==> src/shared/wbc_wake_bus_regs.vh <==
// Constants of the wake and bus control register bank.
// How it works
// - Codes 000-011: off, wake, receive, normal.
// - Codes 100-111 same; all but 100 add selective wake.
// - Selective wake bit changes only by host or soft reset.
// - Sleep entry, no error: normal becomes wake.
// - Receive-only: wake on Sleep, kept on Stop.
// - Wake capable or off stays on entry.
// - Fail-safe entry forces wake-source register values.
// - Bit 5 selects low or high threshold.
// - Threshold writable in Init, Normal; else ignored.
// - Ignored threshold write raises no error, interrupt.
// - Bits 7, 6 enable cyclic timer wakes.
// - Bit 2 disables watchdog in Stop mode.
// - Bit 7 chooses wake-only or all-status interrupt.
// - Measure bit disables wake pins 1, 2.
// - Bits 2..0 enable wake pins 3..1.
// - Reserved bits always read as zero.
// - Reset loads 07 external, zeros elsewhere.
// - Restart clears watchdog bit, keeps selective wake, sets mode bits.
`ifndef WBC_WAKE_BUS_REGS_VH
`define WBC_WAKE_BUS_REGS_VH
// ==========================================================
// Register addresses
`define WBC_ADDR_BUS_MODE   7'h04
`define WBC_ADDR_PEAK       7'h05
`define WBC_ADDR_INT_WAKE   7'h06
`define WBC_ADDR_EXT_WAKE   7'h07
// ==========================================================
// Reset values and writable masks
`define WBC_RST_BUS_MODE    8'h00
`define WBC_RST_PEAK        8'h00
`define WBC_RST_INT_WAKE    8'h00
`define WBC_RST_EXT_WAKE    8'h07
`define WBC_MASK_BUS_MODE   8'h07
`define WBC_MASK_PEAK       8'h20
`define WBC_MASK_INT_WAKE   8'hc4
`define WBC_MASK_EXT_WAKE   8'ha7
`define WBC_MASK_SEL_WAKE   8'h04
// ==========================================================
// Field positions
`define WBC_BIT_SEL_WAKE    2
`define WBC_BIT_PEAK        5
`define WBC_BIT_TIMER2      7
`define WBC_BIT_TIMER1      6
`define WBC_BIT_WD_STOP     2
`define WBC_BIT_INT_GLOBAL  7
`define WBC_BIT_MEASURE     5
`define WBC_BIT_PIN3        2
`define WBC_BIT_PIN2        1
`define WBC_BIT_PIN1        0
// ==========================================================
// Transceiver mode codes in the two low bits
`define WBC_MODE_OFF        2'h0
`define WBC_MODE_WAKE       2'h1
`define WBC_MODE_RXONLY     2'h2
`define WBC_MODE_NORMAL     2'h3
// ==========================================================
// Fail-safe and restart patterns
`define WBC_FS_BUS_LOW      8'h01
`define WBC_FS_EXT_KEEP     8'ha0
`define WBC_FS_EXT_SET      8'h07
`define WBC_RS_INT_KEEP     8'hc0
// ==========================================================
// Serial frame counts
`define WBC_FRAME_BITS      5'h10
`define WBC_HDR_BITS        5'h08
`define WBC_CNT_MAX         5'h1f
`define WBC_SYNC_RST        3'h2
`endif

==> src/core/wbc_pin_sync.v <==
// Two-flop synchroniser for the serial interface pins.
`timescale 1ns/10ps
`default_nettype none
`include "wbc_wake_bus_regs.vh"
module wbc_pin_sync (
	input  wire       clk,
	input  wire       sys_rst,
	input  wire [2:0] pinIn,
	output wire [2:0] pinSync
);
	reg [2:0] stage1_ff;
	reg [2:0] stage2_ff;
	// Idle levels of the pins, so no false edge follows reset.
	localparam [2:0] SYNC_RST = `WBC_SYNC_RST;
	genvar i;
	// Each pin passes two flops; only the second one is read.
	generate
		for (i = 0; i < 3; i = i + 1) begin : gSync
			always @(posedge clk or posedge sys_rst) begin
				if (sys_rst) begin
					stage1_ff[i] <= SYNC_RST[i];
					stage2_ff[i] <= SYNC_RST[i];
				end else begin
					stage1_ff[i] <= pinIn[i];
					stage2_ff[i] <= stage1_ff[i];
				end
			end
		end
	endgenerate
	assign pinSync = stage2_ff;
endmodule
`default_nettype wire

==> src/core/wbc_spi_shift.v <==
// Serial frame engine: shifts in 16-bit frames, shifts out read data.
`timescale 1ns/10ps
`default_nettype none
`include "wbc_wake_bus_regs.vh"
module wbc_spi_shift (
	input  wire        clk,
	input  wire        sys_rst,
	input  wire        sclkSync,
	input  wire        spiCsN,
	input  wire        mosiSync,
	input  wire [7:0]  readData,
	output wire [15:0] frameWord,
	output reg         frameDone_ff,
	output reg         misoOut_ff,
	output reg         misoOe_ff
);
	reg        sclkPrev_ff;
	reg        csnPrev_ff;
	reg [4:0]  bitCnt_ff;
	reg [15:0] shift_ff;
	reg [7:0]  tx_ff;
	wire       sclkRise;
	wire       sclkFall;
	wire       csnFall;
	wire       csnRise;

	// Edge detection on the synchronised pins.
	assign sclkRise = sclkSync & ~sclkPrev_ff;
	assign sclkFall = ~sclkSync & sclkPrev_ff;
	assign csnFall  = ~spiCsN & csnPrev_ff;
	assign csnRise  = spiCsN & ~csnPrev_ff;
	assign frameWord = shift_ff;

	// Frame counting, input shifting and output shifting.
	always @(posedge clk or posedge sys_rst) begin
		if (sys_rst) begin
			sclkPrev_ff  <= 1'b0;
			csnPrev_ff   <= 1'b1;
			bitCnt_ff    <= 5'h00;
			shift_ff     <= 16'h0000;
			tx_ff        <= 8'h00;
			frameDone_ff <= 1'b0;
			misoOut_ff   <= 1'b0;
			misoOe_ff    <= 1'b0;
		end else begin
			sclkPrev_ff  <= sclkSync;
			csnPrev_ff   <= spiCsN;
			misoOe_ff    <= ~spiCsN;
			// Only a frame of exactly 16 clocks commits.
			frameDone_ff <= csnRise & (bitCnt_ff == `WBC_FRAME_BITS);
			if (csnFall) begin
				bitCnt_ff  <= 5'h00;
				misoOut_ff <= 1'b0;
			end else if (~spiCsN & sclkRise) begin
				shift_ff <= {shift_ff[14:0], mosiSync};
				if (bitCnt_ff != `WBC_CNT_MAX)
					bitCnt_ff <= bitCnt_ff + 5'h01;
			end else if (~spiCsN & sclkFall) begin
				if (bitCnt_ff == `WBC_HDR_BITS) begin
					misoOut_ff <= readData[7];
					tx_ff      <= {readData[6:0], 1'b0};
				end else begin
					misoOut_ff <= tx_ff[7];
					tx_ff      <= {tx_ff[6:0], 1'b0};
				end
			end
		end
	end
endmodule
`default_nettype wire

==> src/core/wbc_wake_bus_ctrl_regs.v <==
// Wake and bus control register bank with its serial access port.
`timescale 1ns/10ps
`default_nettype none
`include "wbc_wake_bus_regs.vh"
module wbc_wake_bus_ctrl_regs (
	input  wire       clk,
	input  wire       sys_rst,
	input  wire       spiSclk,
	input  wire       spiCsN,
	input  wire       spiMosi,
	output wire       spiMisoOut,
	output wire       spiMisoOe,
	input  wire       softReset,
	input  wire       modeInit,
	input  wire       modeNormal,
	input  wire       modeStop,
	input  wire       sleepEntry,
	input  wire       stopEntry,
	input  wire       failSafeEntry,
	input  wire       restartEntry,
	input  wire [1:0] restartBusMode,
	input  wire       systemErrorFlag,
	input  wire       wakeEvent,
	input  wire       statusEvent,
	output reg  [1:0] busMode_ff,
	output reg        selectiveWake_ff,
	output reg        supplyPeakThresholdSel_ff,
	output reg        cyclicTimer2WakeEnable_ff,
	output reg        cyclicTimer1WakeEnable_ff,
	output reg        watchdogStopDisableB1_ff,
	output reg        intGlobalSel_ff,
	output reg        wakePinMeasureActive_ff,
	output reg  [2:0] wakePinEnable_ff,
	output reg        intRequest_ff
);
	// ==========================================================
	// Declarations
	reg  [7:0]  busReg_ff;
	reg  [7:0]  peakReg_ff;
	reg  [7:0]  intWakeReg_ff;
	reg  [7:0]  extWakeReg_ff;
	reg  [7:0]  nxt_busReg;
	reg  [7:0]  nxt_peakReg;
	reg  [7:0]  nxt_intWakeReg;
	reg  [7:0]  nxt_extWakeReg;
	reg  [7:0]  readData;
	wire [2:0]  pinSync;
	wire [15:0] frameWord;
	wire        frameDone;
	wire        hostWrite;
	wire [6:0]  wrAddr;
	wire [7:0]  wrData;
	wire [6:0]  rdAddr;
	wire        peakWritable;

	// ==========================================================
	// Pin synchroniser and frame engine
	wbc_pin_sync uSync (
		.clk     (clk),
		.sys_rst (sys_rst),
		.pinIn   ({spiMosi, spiCsN, spiSclk}),
		.pinSync (pinSync)
	);

	wbc_spi_shift uShift (
		.clk          (clk),
		.sys_rst      (sys_rst),
		.sclkSync     (pinSync[0]),
		.spiCsN       (pinSync[1]),
		.mosiSync     (pinSync[2]),
		.readData     (readData),
		.frameWord    (frameWord),
		.frameDone_ff (frameDone),
		.misoOut_ff   (spiMisoOut),
		.misoOe_ff    (spiMisoOe)
	);

	// Frame layout: write flag, 7-bit address, 8 data bits.
	assign hostWrite = frameDone & frameWord[15];
	assign wrAddr    = frameWord[14:8];
	assign wrData    = frameWord[7:0];
	// After the header the address sits in the low seven bits.
	assign rdAddr    = frameWord[6:0];
	assign peakWritable = (modeInit | modeNormal) & ~modeStop;

	// ==========================================================
	// Read decode
	// Registers are kept masked, so reserved bits read zero.
	always @* begin
		if (rdAddr == `WBC_ADDR_BUS_MODE) begin
			readData = busReg_ff & `WBC_MASK_BUS_MODE;
		end else if (rdAddr == `WBC_ADDR_PEAK) begin
			readData = peakReg_ff & `WBC_MASK_PEAK;
		end else if (rdAddr == `WBC_ADDR_INT_WAKE) begin
			readData = intWakeReg_ff & `WBC_MASK_INT_WAKE;
		end else if (rdAddr == `WBC_ADDR_EXT_WAKE) begin
			readData = extWakeReg_ff & `WBC_MASK_EXT_WAKE;
		end else begin
			readData = 8'h00;
		end
	end

	// ==========================================================
	// Next register values
	// Priority: soft reset, fail-safe, restart, mode entry, host.
	always @* begin
		nxt_busReg     = busReg_ff;
		nxt_peakReg    = peakReg_ff;
		nxt_intWakeReg = intWakeReg_ff;
		nxt_extWakeReg = extWakeReg_ff;
		if (softReset) begin
			nxt_busReg     = `WBC_RST_BUS_MODE;
			nxt_peakReg    = `WBC_RST_PEAK;
			nxt_intWakeReg = `WBC_RST_INT_WAKE;
			nxt_extWakeReg = `WBC_RST_EXT_WAKE;
		end else if (failSafeEntry) begin
			// Wake sources are forced so the device can wake again.
			// The selective wake bit is kept as the host left it.
			nxt_busReg = (busReg_ff & `WBC_MASK_SEL_WAKE) |
				`WBC_FS_BUS_LOW;
			nxt_extWakeReg = (extWakeReg_ff & `WBC_FS_EXT_KEEP) |
				`WBC_FS_EXT_SET;
		end else if (restartEntry) begin
			// Selective wake and timer bits kept, watchdog bit clears, mode bits follow the restart cause.
			nxt_busReg = (busReg_ff & `WBC_MASK_SEL_WAKE) |
				{6'h00, restartBusMode};
			nxt_intWakeReg = intWakeReg_ff & `WBC_RS_INT_KEEP;
		end else if (sleepEntry) begin
			// Normal goes to wake capable only without system error.
			if (busReg_ff[1:0] == `WBC_MODE_NORMAL) begin
				if (~systemErrorFlag)
					nxt_busReg[1:0] = `WBC_MODE_WAKE;
			end else if (busReg_ff[1:0] == `WBC_MODE_RXONLY) begin
				nxt_busReg[1:0] = `WBC_MODE_WAKE;
			end
			// Wake capable and off codes are left as they are.
		end else if (stopEntry) begin
			// Stop entry keeps every code, receive-only included.
			nxt_busReg = busReg_ff;
		end else if (hostWrite) begin
			if (wrAddr == `WBC_ADDR_BUS_MODE) begin
				// All three mode bits, selective wake included.
				nxt_busReg = wrData & `WBC_MASK_BUS_MODE;
			end else if (wrAddr == `WBC_ADDR_PEAK) begin
				// Outside Init and Normal the write is dropped quietly.
				if (peakWritable)
					nxt_peakReg = wrData & `WBC_MASK_PEAK;
			end else if (wrAddr == `WBC_ADDR_INT_WAKE) begin
				nxt_intWakeReg = wrData & `WBC_MASK_INT_WAKE;
			end else if (wrAddr == `WBC_ADDR_EXT_WAKE) begin
				nxt_extWakeReg = wrData & `WBC_MASK_EXT_WAKE;
			end
		end
	end

	// ==========================================================
	// Register storage
	always @(posedge clk or posedge sys_rst) begin
		if (sys_rst) begin
			busReg_ff     <= `WBC_RST_BUS_MODE;
			peakReg_ff    <= `WBC_RST_PEAK;
			intWakeReg_ff <= `WBC_RST_INT_WAKE;
			extWakeReg_ff <= `WBC_RST_EXT_WAKE;
		end else begin
			busReg_ff     <= nxt_busReg & `WBC_MASK_BUS_MODE;
			peakReg_ff    <= nxt_peakReg & `WBC_MASK_PEAK;
			intWakeReg_ff <= nxt_intWakeReg & `WBC_MASK_INT_WAKE;
			extWakeReg_ff <= nxt_extWakeReg & `WBC_MASK_EXT_WAKE;
		end
	end

	// ==========================================================
	// Control outputs
	// Outputs follow the stored values, modeNormal and the events one cycle later.
	always @(posedge clk or posedge sys_rst) begin
		if (sys_rst) begin
			busMode_ff                <= `WBC_MODE_OFF;
			selectiveWake_ff          <= 1'b0;
			supplyPeakThresholdSel_ff <= 1'b0;
			cyclicTimer2WakeEnable_ff <= 1'b0;
			cyclicTimer1WakeEnable_ff <= 1'b0;
			watchdogStopDisableB1_ff  <= 1'b0;
			intGlobalSel_ff           <= 1'b0;
			wakePinMeasureActive_ff   <= 1'b0;
			wakePinEnable_ff          <= 3'h0;
			intRequest_ff             <= 1'b0;
		end else begin
			// Low two bits select the transceiver mode.
			busMode_ff       <= busReg_ff[1:0];
			// Top bit adds selective wake except on the off code.
			selectiveWake_ff <= busReg_ff[`WBC_BIT_SEL_WAKE] &
				(busReg_ff[1:0] != `WBC_MODE_OFF);
			supplyPeakThresholdSel_ff <= peakReg_ff[`WBC_BIT_PEAK];
			cyclicTimer2WakeEnable_ff <=
				intWakeReg_ff[`WBC_BIT_TIMER2];
			cyclicTimer1WakeEnable_ff <=
				intWakeReg_ff[`WBC_BIT_TIMER1];
			watchdogStopDisableB1_ff <=
				intWakeReg_ff[`WBC_BIT_WD_STOP];
			intGlobalSel_ff <= extWakeReg_ff[`WBC_BIT_INT_GLOBAL];
			// Measurement runs in Normal mode only.
			wakePinMeasureActive_ff <= modeNormal &
				extWakeReg_ff[`WBC_BIT_MEASURE];
			// Pins 1 and 2 are ignored while measurement is chosen.
			wakePinEnable_ff[2] <= extWakeReg_ff[`WBC_BIT_PIN3];
			wakePinEnable_ff[1] <= extWakeReg_ff[`WBC_BIT_PIN2] &
				~extWakeReg_ff[`WBC_BIT_MEASURE];
			wakePinEnable_ff[0] <= extWakeReg_ff[`WBC_BIT_PIN1] &
				~extWakeReg_ff[`WBC_BIT_MEASURE];
			// Wake events always interrupt; status only if global.
			intRequest_ff <= wakeEvent | (statusEvent &
				extWakeReg_ff[`WBC_BIT_INT_GLOBAL]);
		end
	end
endmodule
`default_nettype wire

==> config.mk <==
export PLATFORM = sky130hd
export DESIGN_NAME = wbc_wake_bus_ctrl_regs
export DESIGN_NICKNAME = d
export VERILOG_FILES = /design/src/core/wbc_pin_sync.v /design/src/core/wbc_spi_shift.v /design/src/core/wbc_wake_bus_ctrl_regs.v
export VERILOG_INCLUDE_DIRS = /design/src /design/src/shared
export SDC_FILE = /design/constraint.sdc
export NUM_CORES = 1
export LEC_CHECK = 0
export BUFFER_PORTS_ARGS = -buffer_cell sky130_fd_sc_hd__buf_2
export CORE_ASPECT_RATIO = 1.25
export CORE_MARGIN = 1
export CORE_UTILIZATION = 33
export DETAILED_ROUTE_END_ITERATION = 8
export GPL_ROUTABILITY_DRIVEN = 0
export PLACE_DENSITY_LB_ADDON = 0.3
export SETUP_SLACK_MARGIN = 0.1
export SKIP_LAST_GASP = 1
export SYNTH_ARGS = -nofsm -noshare
export SYNTH_HDL_FRONTEND = slang
export SYNTH_SLANG_ARGS = --single-unit
==> constraint.sdc <==
create_clock -name clk -period 2.65 [get_ports clk]
set_clock_uncertainty 0.2 [all_clocks]
set_input_delay 0.265 -clock clk [delete_from_list [all_inputs] [get_ports clk]]
set_output_delay 0.265 -clock clk [all_outputs]
set_load 0.01 [all_outputs]
==> summary.md, run 1 <==
| Metric | Value |
|---|---|
| Synth top cells by count | `58 x dfrtp_1, 19 x mux2_2, 19 x nor2_1` |
| CP cell instances | `ha_1, and3_1, ha_1, nor4b_2, nand4_1, xor2_1, nor2_1` |
| Sw Ratio | `25.7%` |
| Clock transition at the registers of the reported paths | `0.07 ns` |
| LEAKAGE | `0.00151 uW` |
| Pin count of the biggest net entering global routing | `65` |
| Setup Buffers After CTS | `0` |
| Crit. End Element | `register` |
| Final layout net count | `282` |
| Starting DRC count in detailed routing | `111` |
| Worst slew pin tran | `0.785 ns` |
| Post-synthesis cell count | `215` |
| FILL cells | `778` |
| R2R setup slack | `0.33 ns` |
| Final wirelength | `4870 um` |
| Clk_lat worst skew | `0.34 ns` |
| Hold Startpoint | `softReset` |
| Clk buf depth | `2` |
| CTS tree | `built` |
| Seq/Total Area, Yosys | `60.0%` |
| Top cell type's share of synthesized area | `54.1%` |
| Sequential fraction of design power | `55.2%` |
| Ant. Diodes | `0` |
| Drt first pass iters | `4` |
| Final min period | `2.32 ns` |
| Synth Cell Area | `2680 sq um` |
| Hold Path Class | `in2reg` |
| Outcome | `completed` |
| Core Area | `7840 sq um` |
| Setup-failing EPs final | `0` |
| DR vias | `1,763` |
| R2R Path End | `uShift.bitCnt_ff[3]` |
| Most used flip-flop cell after synthesis | `dfrtp_1` |
| Cell taking the most area after synthesis | `dfrtp_1` |
| Slew margin rel. | `47.6%` |
| Top cells by area, synth | `dfrtp_1 54%, mux2_2 8.0%, dfstp_2 5.9%` |
| Hold depth | `2` |
| Tot GR Track Use | `13.0%` |
| Number of flops mapped to enable cells by yosys | `0` |
| Die H | `103 um` |
| CP Data Required Time | `2.66 ns` |
| Final Cycle Share | `87.5%` |
| Crit path buf inv count | `0` |
| Layout cells sized above 1 | `32.1%` |
| Largest stage delay, worst path | `0.59 ns` |
| I/O pin total | `33` |
| Number of global-route vias before repair | `1,649` |
| Most frequent cell after synthesis | `dfrtp_1` |
| Crit Path Class | `reg2reg` |
| Port buffer count | `32` |
| Critical path arrival | `2.33 ns` |
| Net switching power | `522 uW` |
| Per-cell routed wire length | `13.5 um` |
| Area growth from synthesis to layout | `19.0%` |
| Clock Tree Root | `clkbuf_8` |
| Most frequent cell on the critical path | `ha_1` |
| Post-Syn Nets | `236` |
| Site Rows | `36` |
| DR vias/cell | `4.90` |
| Detail Route Antenna Nets | `0` |
| Critical path's top delay family | `simple AND/OR/NAND/NOR gates` |
| Asr flop ratio synth | `100%` |
| Grt total ovfl | `0` |
| CTS Buf Count | `9` |
| Sink Count | `64` |
| Starting Density | `34.2%` |
| Worst slack, placed | `0.309 ns` |
| Final hold viol count | `0` |
| Synth Area per Inst | `12.5 sq um` |
| VDD IR-drop max | `0.259 mV` |
| Initial antenna violation count | `0` |
| Hold Path Sink | `intWakeReg_ff[7]` |
| Synth unique cells | `48` |
| Total power | `2030 uW` |
| # DRC | `0` |
| Internal | `1510 uW` |
| Max Fclk | `431 MHz` |
| Die area | `8500 sq um` |
| HPWL after detailed placement | `3320 um` |
| Final WS setup | `0.331 ns` |
| Fin util | `40.7%` |
| Power Density | `635 nW/um^2` |
| Clock power share | `34.6%` |
| Reg2reg path depth | `7` |
| Crit-path max FO | `6` |
| Slowest-stage cell, CP | `nor4b_2` |
| FF+latch count, synth | `64` |
| Setup TNS | `0 ns` |
| Final Max Tran Viols | `0` |
| Die W | `82.6 um` |
| Reg2reg start | `uShift.bitCnt_ff[0]` |
| Max_cap viols | `0` |
| H-tree levels | `3` |
| First-pass GRT wire length | `7900 um` |
| Worst Setup Start Kind | `register` |
| RSZ-0062 raised after global routing | `no` |
| Synth warn | `0` |
| Combinational fraction of design power | `10.2%` |
-- routing by layer --
metal | global-route usage, % | vias to the layer above | wire, um
li1 | - | 852 | -
met1 | 15.2 | 872 | 2180
met2 | 21.3 | 29 | 2420
met3 | 3.19 | 10 | 151
met4 | 7.96 | 0 | 114
met5 | 0 | - | 0
-- power groups by stage --
| stage | logic, uW | clock network (uW) | registers [uW] |
|---|---|---|---|
| final | 206 | 703 | 1120 |
| after global routing | 232 | 773 | 1130 |
| after global placement | 198 | 0 | 1140 |
| after floorplan | 169 | 0 | 1100 |
| after CTS | 211 | 732 | 1120 |
| after detailed placement | 203 | 0 | 1140 |
-- kinds of logic (layout without fill, tap and decap cells) --
group           after synthesis  count (layout)  share of synthesized area, %
mux                          25              25                          10.2
fa+ha+maj                     3               3                          1.40
compound gates               31              31                          7.60
xor+xnor                      3               3                         0.980
buf+inv                      18              68                          2.75
simple gates                 71              71                          17.1
flops                        64              64                          60.0
-- worst max-delay path by stage --
| stage | depth (start not counted) | endpoint | start |
|---|---|---|---|
| after CTS | 7 | uShift.bitCnt_ff[3] | uShift.bitCnt_ff[0] |
| after global routing | 7 | uShift.bitCnt_ff[3] | uShift.bitCnt_ff[0] |
| after floorplan | 7 | uShift.bitCnt_ff[3] | uShift.bitCnt_ff[0] |
| final | 7 | uShift.bitCnt_ff[3] | uShift.bitCnt_ff[0] |
| after detailed placement | 7 | uShift.bitCnt_ff[3] | uShift.bitCnt_ff[0] |
| after global placement | 7 | uShift.bitCnt_ff[3] | uShift.bitCnt_ff[0] |
-- sequential cells by signal (all words and copies together), names as in the netlist, 2 cells and up --
name / count
uSync.stage1_ff: 3
uShift.frameWord: 16
uShift.tx_ff: 7
uSync.pinSync: 3
busMode_ff: 2
uShift.bitCnt_ff: 5
wakePinEnable_ff: 3
intWakeReg_ff: 3
busReg_ff: 3
extWakeReg_ff: 5
-- timing repair --
item / 4_1_cts / 5_1_grt
resized for setup: 0 / 0
endpoints found under the hold margin: 55 / 0
hold buffers: 7 / 0
-- layout by cell type (no fill, tap or decap), drive strengths merged, types with 2 or more instances in the layout --
| cell | instances |
|---|---|
| nor3 | 3 |
| nand4b | 2 |
| nor4b | 3 |
| ha | 3 |
| inv | 9 |
| mux2 | 19 |
| nand3 | 5 |
| nand2 | 10 |
| nor3b | 4 |
| mux2i | 6 |
| clkbuf | 11 |
| clkinv | 3 |
| dfstp | 6 |
| a21oi | 9 |
| nor2 | 19 |
| a22oi | 2 |
| dfrtp | 58 |
| and2 | 2 |
| dlygate4sd3 | 7 |
| nand4 | 6 |
| nor2b | 7 |
| a22o | 3 |
| or3b | 2 |
| buf | 37 |
| a32oi | 2 |
| o21ai | 7 |
| xor2 | 2 |
-- stage by stage --
step / instance area [sq um] / hold WS (ns) / std cells
finish: 3190 / 0.0422 / 360
global route: 3190 / 0.0506 / 360
CTS: 3190 / 0.0348 / 360
detailed placement: 2960 / 0.136 / 338
global placement: 2960 / 0.133 / 338
floorplan: 2680 / 0.0695 / 215
-- final cells by class --
class	instances	area [sq um]	share of cell area, %
Multi-Input combinational cell	133	1000	31.3
Clock inverter	4	22.5	0.705
Timing Repair Buffer	44	268	8.39
Clock buffer	11	141	4.43
Sequential cell	64	1610	50.4
Inverter	9	33.8	1.06
Tap cell	95	119	3.72
Power figures use the tool's default switching activity.
==> inputs of run 2 (changes only) <==
==> constraint.sdc (replaced) <==
create_clock -name clk -period 2.3 [get_ports clk]
set_clock_uncertainty 0.2 [all_clocks]
set_input_delay 0.23 -clock clk [delete_from_list [all_inputs] [get_ports clk]]
set_output_delay 0.23 -clock clk [all_outputs]
set_load 0.01 [all_outputs]
==> run 2 against run 1 <==
Sequential power up 15%. Largest power group unchanged. Sequential share of layout area fell by 2.1 points. Worst hold slack worse by 0.025 ns. Setup slack worse by 0.043 ns. Critical endpoint unchanged. Maximum frequency up 15%. Cell area rose by 4.3%. Non-clock buffer count rose by 4. Total power rose by 35%. Clock power grew 71%.
==> summary.md, run 2 (synthesis results as in run 1) <==
| Metric | Value |
|---|---|
| CTS Buf Count | `9 (unchanged)` |
| Hold Path Class | `in2reg (unchanged)` |
| VDD IR-drop max | `0.440 mV (was 0.259 mV)` |
| I/O pin total | `33 (unchanged)` |
| Final min period | `2.01 ns (was 2.32 ns)` |
| H-tree levels | `3 (unchanged)` |
| Detail Route Antenna Nets | `0 (unchanged)` |
| Die area | `8500 sq um (unchanged)` |
| Worst Setup Start Kind | `register (unchanged)` |
| Sink Count | `64 (unchanged)` |
| Critical path arrival | `2.01 ns (was 2.33 ns)` |
| Commonest non-fill, non-tap cell in the layout | `dfrtp_1 (unchanged)` |
| RSZ-0062 raised after global routing | `no (unchanged)` |
| Initial antenna violation count | `0 (unchanged)` |
| Die W | `82.6 um (unchanged)` |
| Worst slack, placed | `0.194 ns (was 0.309 ns)` |
| Worst slew pin tran | `0.457 ns (was 0.785 ns)` |
| Slew margin rel. | `69.4% (was 47.6%)` |
| Final layout net count | `286 (was 282)` |
| Final hold viol count | `0 (unchanged)` |
| Final Max Tran Viols | `0 (unchanged)` |
| Site Rows | `36 (unchanged)` |
| HPWL after detailed placement | `3330 um (was 3320 um)` |
| Outcome | `completed (unchanged)` |
| Crit-path max FO | `6 (unchanged)` |
| Tot GR Track Use | `13.9% (was 13.0%)` |
| CP cell instances | `ha_2, and3_1, ha_1, nor4b_2, buf_4, nand4_1, xor2_1, nor2_1 (was ha_1, and3_1, ha_1, nor4b_2, nand4_1, xor2_1, nor2_1)` |
| Grt total ovfl | `0 (unchanged)` |
| Crit Path Class | `reg2reg (unchanged)` |
| Setup TNS | `0 ns (unchanged)` |
| Die H | `103 um (unchanged)` |
| # DRC | `0 (unchanged)` |
| Starting DRC count in detailed routing | `141 (was 111)` |
| Slowest-stage cell, CP | `dfrtp_1 (was nor4b_2)` |
| Max_cap viols | `0 (unchanged)` |
| Port buffer count | `32 (unchanged)` |
| Final wirelength | `4980 um (was 4870 um)` |
| Largest stage delay, worst path | `0.41 ns (was 0.59 ns)` |
| Most frequent cells in the layout | `58 x dfrtp_1, 32 x buf_2, 19 x nor2_1, 19 x mux2_2, 11 x clkbuf_8 (was 58 x dfrtp_1, 32 x buf_2, 19 x nor2_1, 19 x mux2_2)` |
| Number of global-route vias before repair | `1,810 (was 1,649)` |
| Clock Tree Root | `clkbuf_8 (unchanged)` |
| Hold depth | `3 (was 2)` |
| FILL cells | `757 (was 778)` |
| Setup-failing EPs final | `0 (unchanged)` |
| First-pass GRT wire length | `8560 um (was 7900 um)` |
| Ant. Diodes | `0 (unchanged)` |
| Final Cycle Share | `87.5% (about the same)` |
| Reg2reg path depth | `8 (was 7)` |
| Clk buf depth | `2 (unchanged)` |
| Power Density | `824 nW/um^2 (was 635 nW/um^2)` |
| Pin count of the biggest net entering global routing | `65 (unchanged)` |
| Clk_lat worst skew | `0.34 ns (about the same)` |
| CP Data Required Time | `2.30 ns (was 2.66 ns)` |
| Number of flip-flops under the largest register name | `16 (unchanged)` |
| Core Area | `7840 sq um (unchanged)` |
| Clock transition at the registers of the reported paths | `0.07 ns (about the same)` |
| Area growth from synthesis to layout | `24.2% (was 19.0%)` |
| Starting Density | `34.2% (unchanged)` |
| Per-cell routed wire length | `13.6 um (was 13.5 um)` |
| LEAKAGE | `0.00157 uW (was 0.00151 uW)` |
| Drt first pass iters | `4 (unchanged)` |
| DR vias | `1,766 (was 1,763)` |
| Crit. End Element | `register (unchanged)` |
| CTS tree | `built (unchanged)` |
| Layout cells sized above 1 | `33.7% (was 32.1%)` |
| DR vias/cell | `4.84 (was 4.90)` |
| Final WS setup | `0.288 ns (was 0.331 ns)` |
| Max Fclk | `497 MHz (was 431 MHz)` |
## run 2: worst max-delay path: cells and delay by family (launching register included)
kind / cells / cell delay (ns)
DFF: 1 / 0.41
and+or+nand+nor: 4 / 0.55
buffers and inverters: 1 / 0.18
xor gates and xnor gates: 1 / 0.14
adders and majority gates: 2 / 0.39
## run 2: through the flow
step	power (uW)	instance area (sq um)	hold slack [ns]	std cells	util (%)
CTS	2780	3310	0.00884	363	42.3
global placement	1540	2980	0.128	339	38.0
floorplan	1460	2680	0.0345	215	-
global route	2890	3330	0.0322	365	42.5
detailed placement	1550	2980	0.131	339	38.0
finish	2750	3330	0.0169	365	42.5
## run 2: power by group
part / switching (uW) / leakage (uW) / total [uW] / internal [uW]
Combinational: 119 / 0.000627 / 253 / 134
Sequential: 83.5 / 0.000817 / 1290 / 1210
Clock: 427 / 0.000126 / 1200 / 777
Total: 629 / 0.00157 / 2750 / 2120
## run 2: worst paths after layout
kind / slack [ns] / startpoint / to
setup reg to reg: 0.29 / uShift.bitCnt_ff[0] / uShift.bitCnt_ff[3]
hold / removal: 0.02 / modeStop / peakReg_ff[5]
min in group asynchronous: 0.30 / sys_rst / uShift.misoOe_ff
max in group asynchronous: 1.29 / sys_rst / extWakeReg_ff[2]
hold reg to reg: 0.15 / uSync.stage1_ff[0] / uSync.pinSync[0]
setup / recovery: 0.29 / uShift.bitCnt_ff[0] / uShift.bitCnt_ff[3]
## run 2: layer usage
layer	global-route usage (%)	wire length [um]	vias to the layer above
li1	-	-	868
met1	16.2	2180	861
met2	22.6	2570	29
met3	3.19	130	8
met4	8.75	106	0
met5	0	0	-
## run 2: repair_timing
action | in CTS | in global routing
setup endpoints to repair | 0 | 3
hold buffers | 8 | 0
buffers inserted | 0 | 2
endpoints found under the hold margin | 64 | 0
resized for setup | 0 | 1
## run 2: layout make-up
| cell class | count | area [sq um] | share of cell area, % |
|---|---|---|---|
| sequential | 64 | 1610 | 48.3 |
| timing repair buffer | 48 | 313 | 9.39 |
| inverter | 9 | 33.8 | 1.01 |
| tap | 95 | 119 | 3.57 |
| clock buffer | 11 | 151 | 4.55 |
| clock inverter | 5 | 103 | 3.08 |
| multi-input combinational | 133 | 1000 | 30.1 |
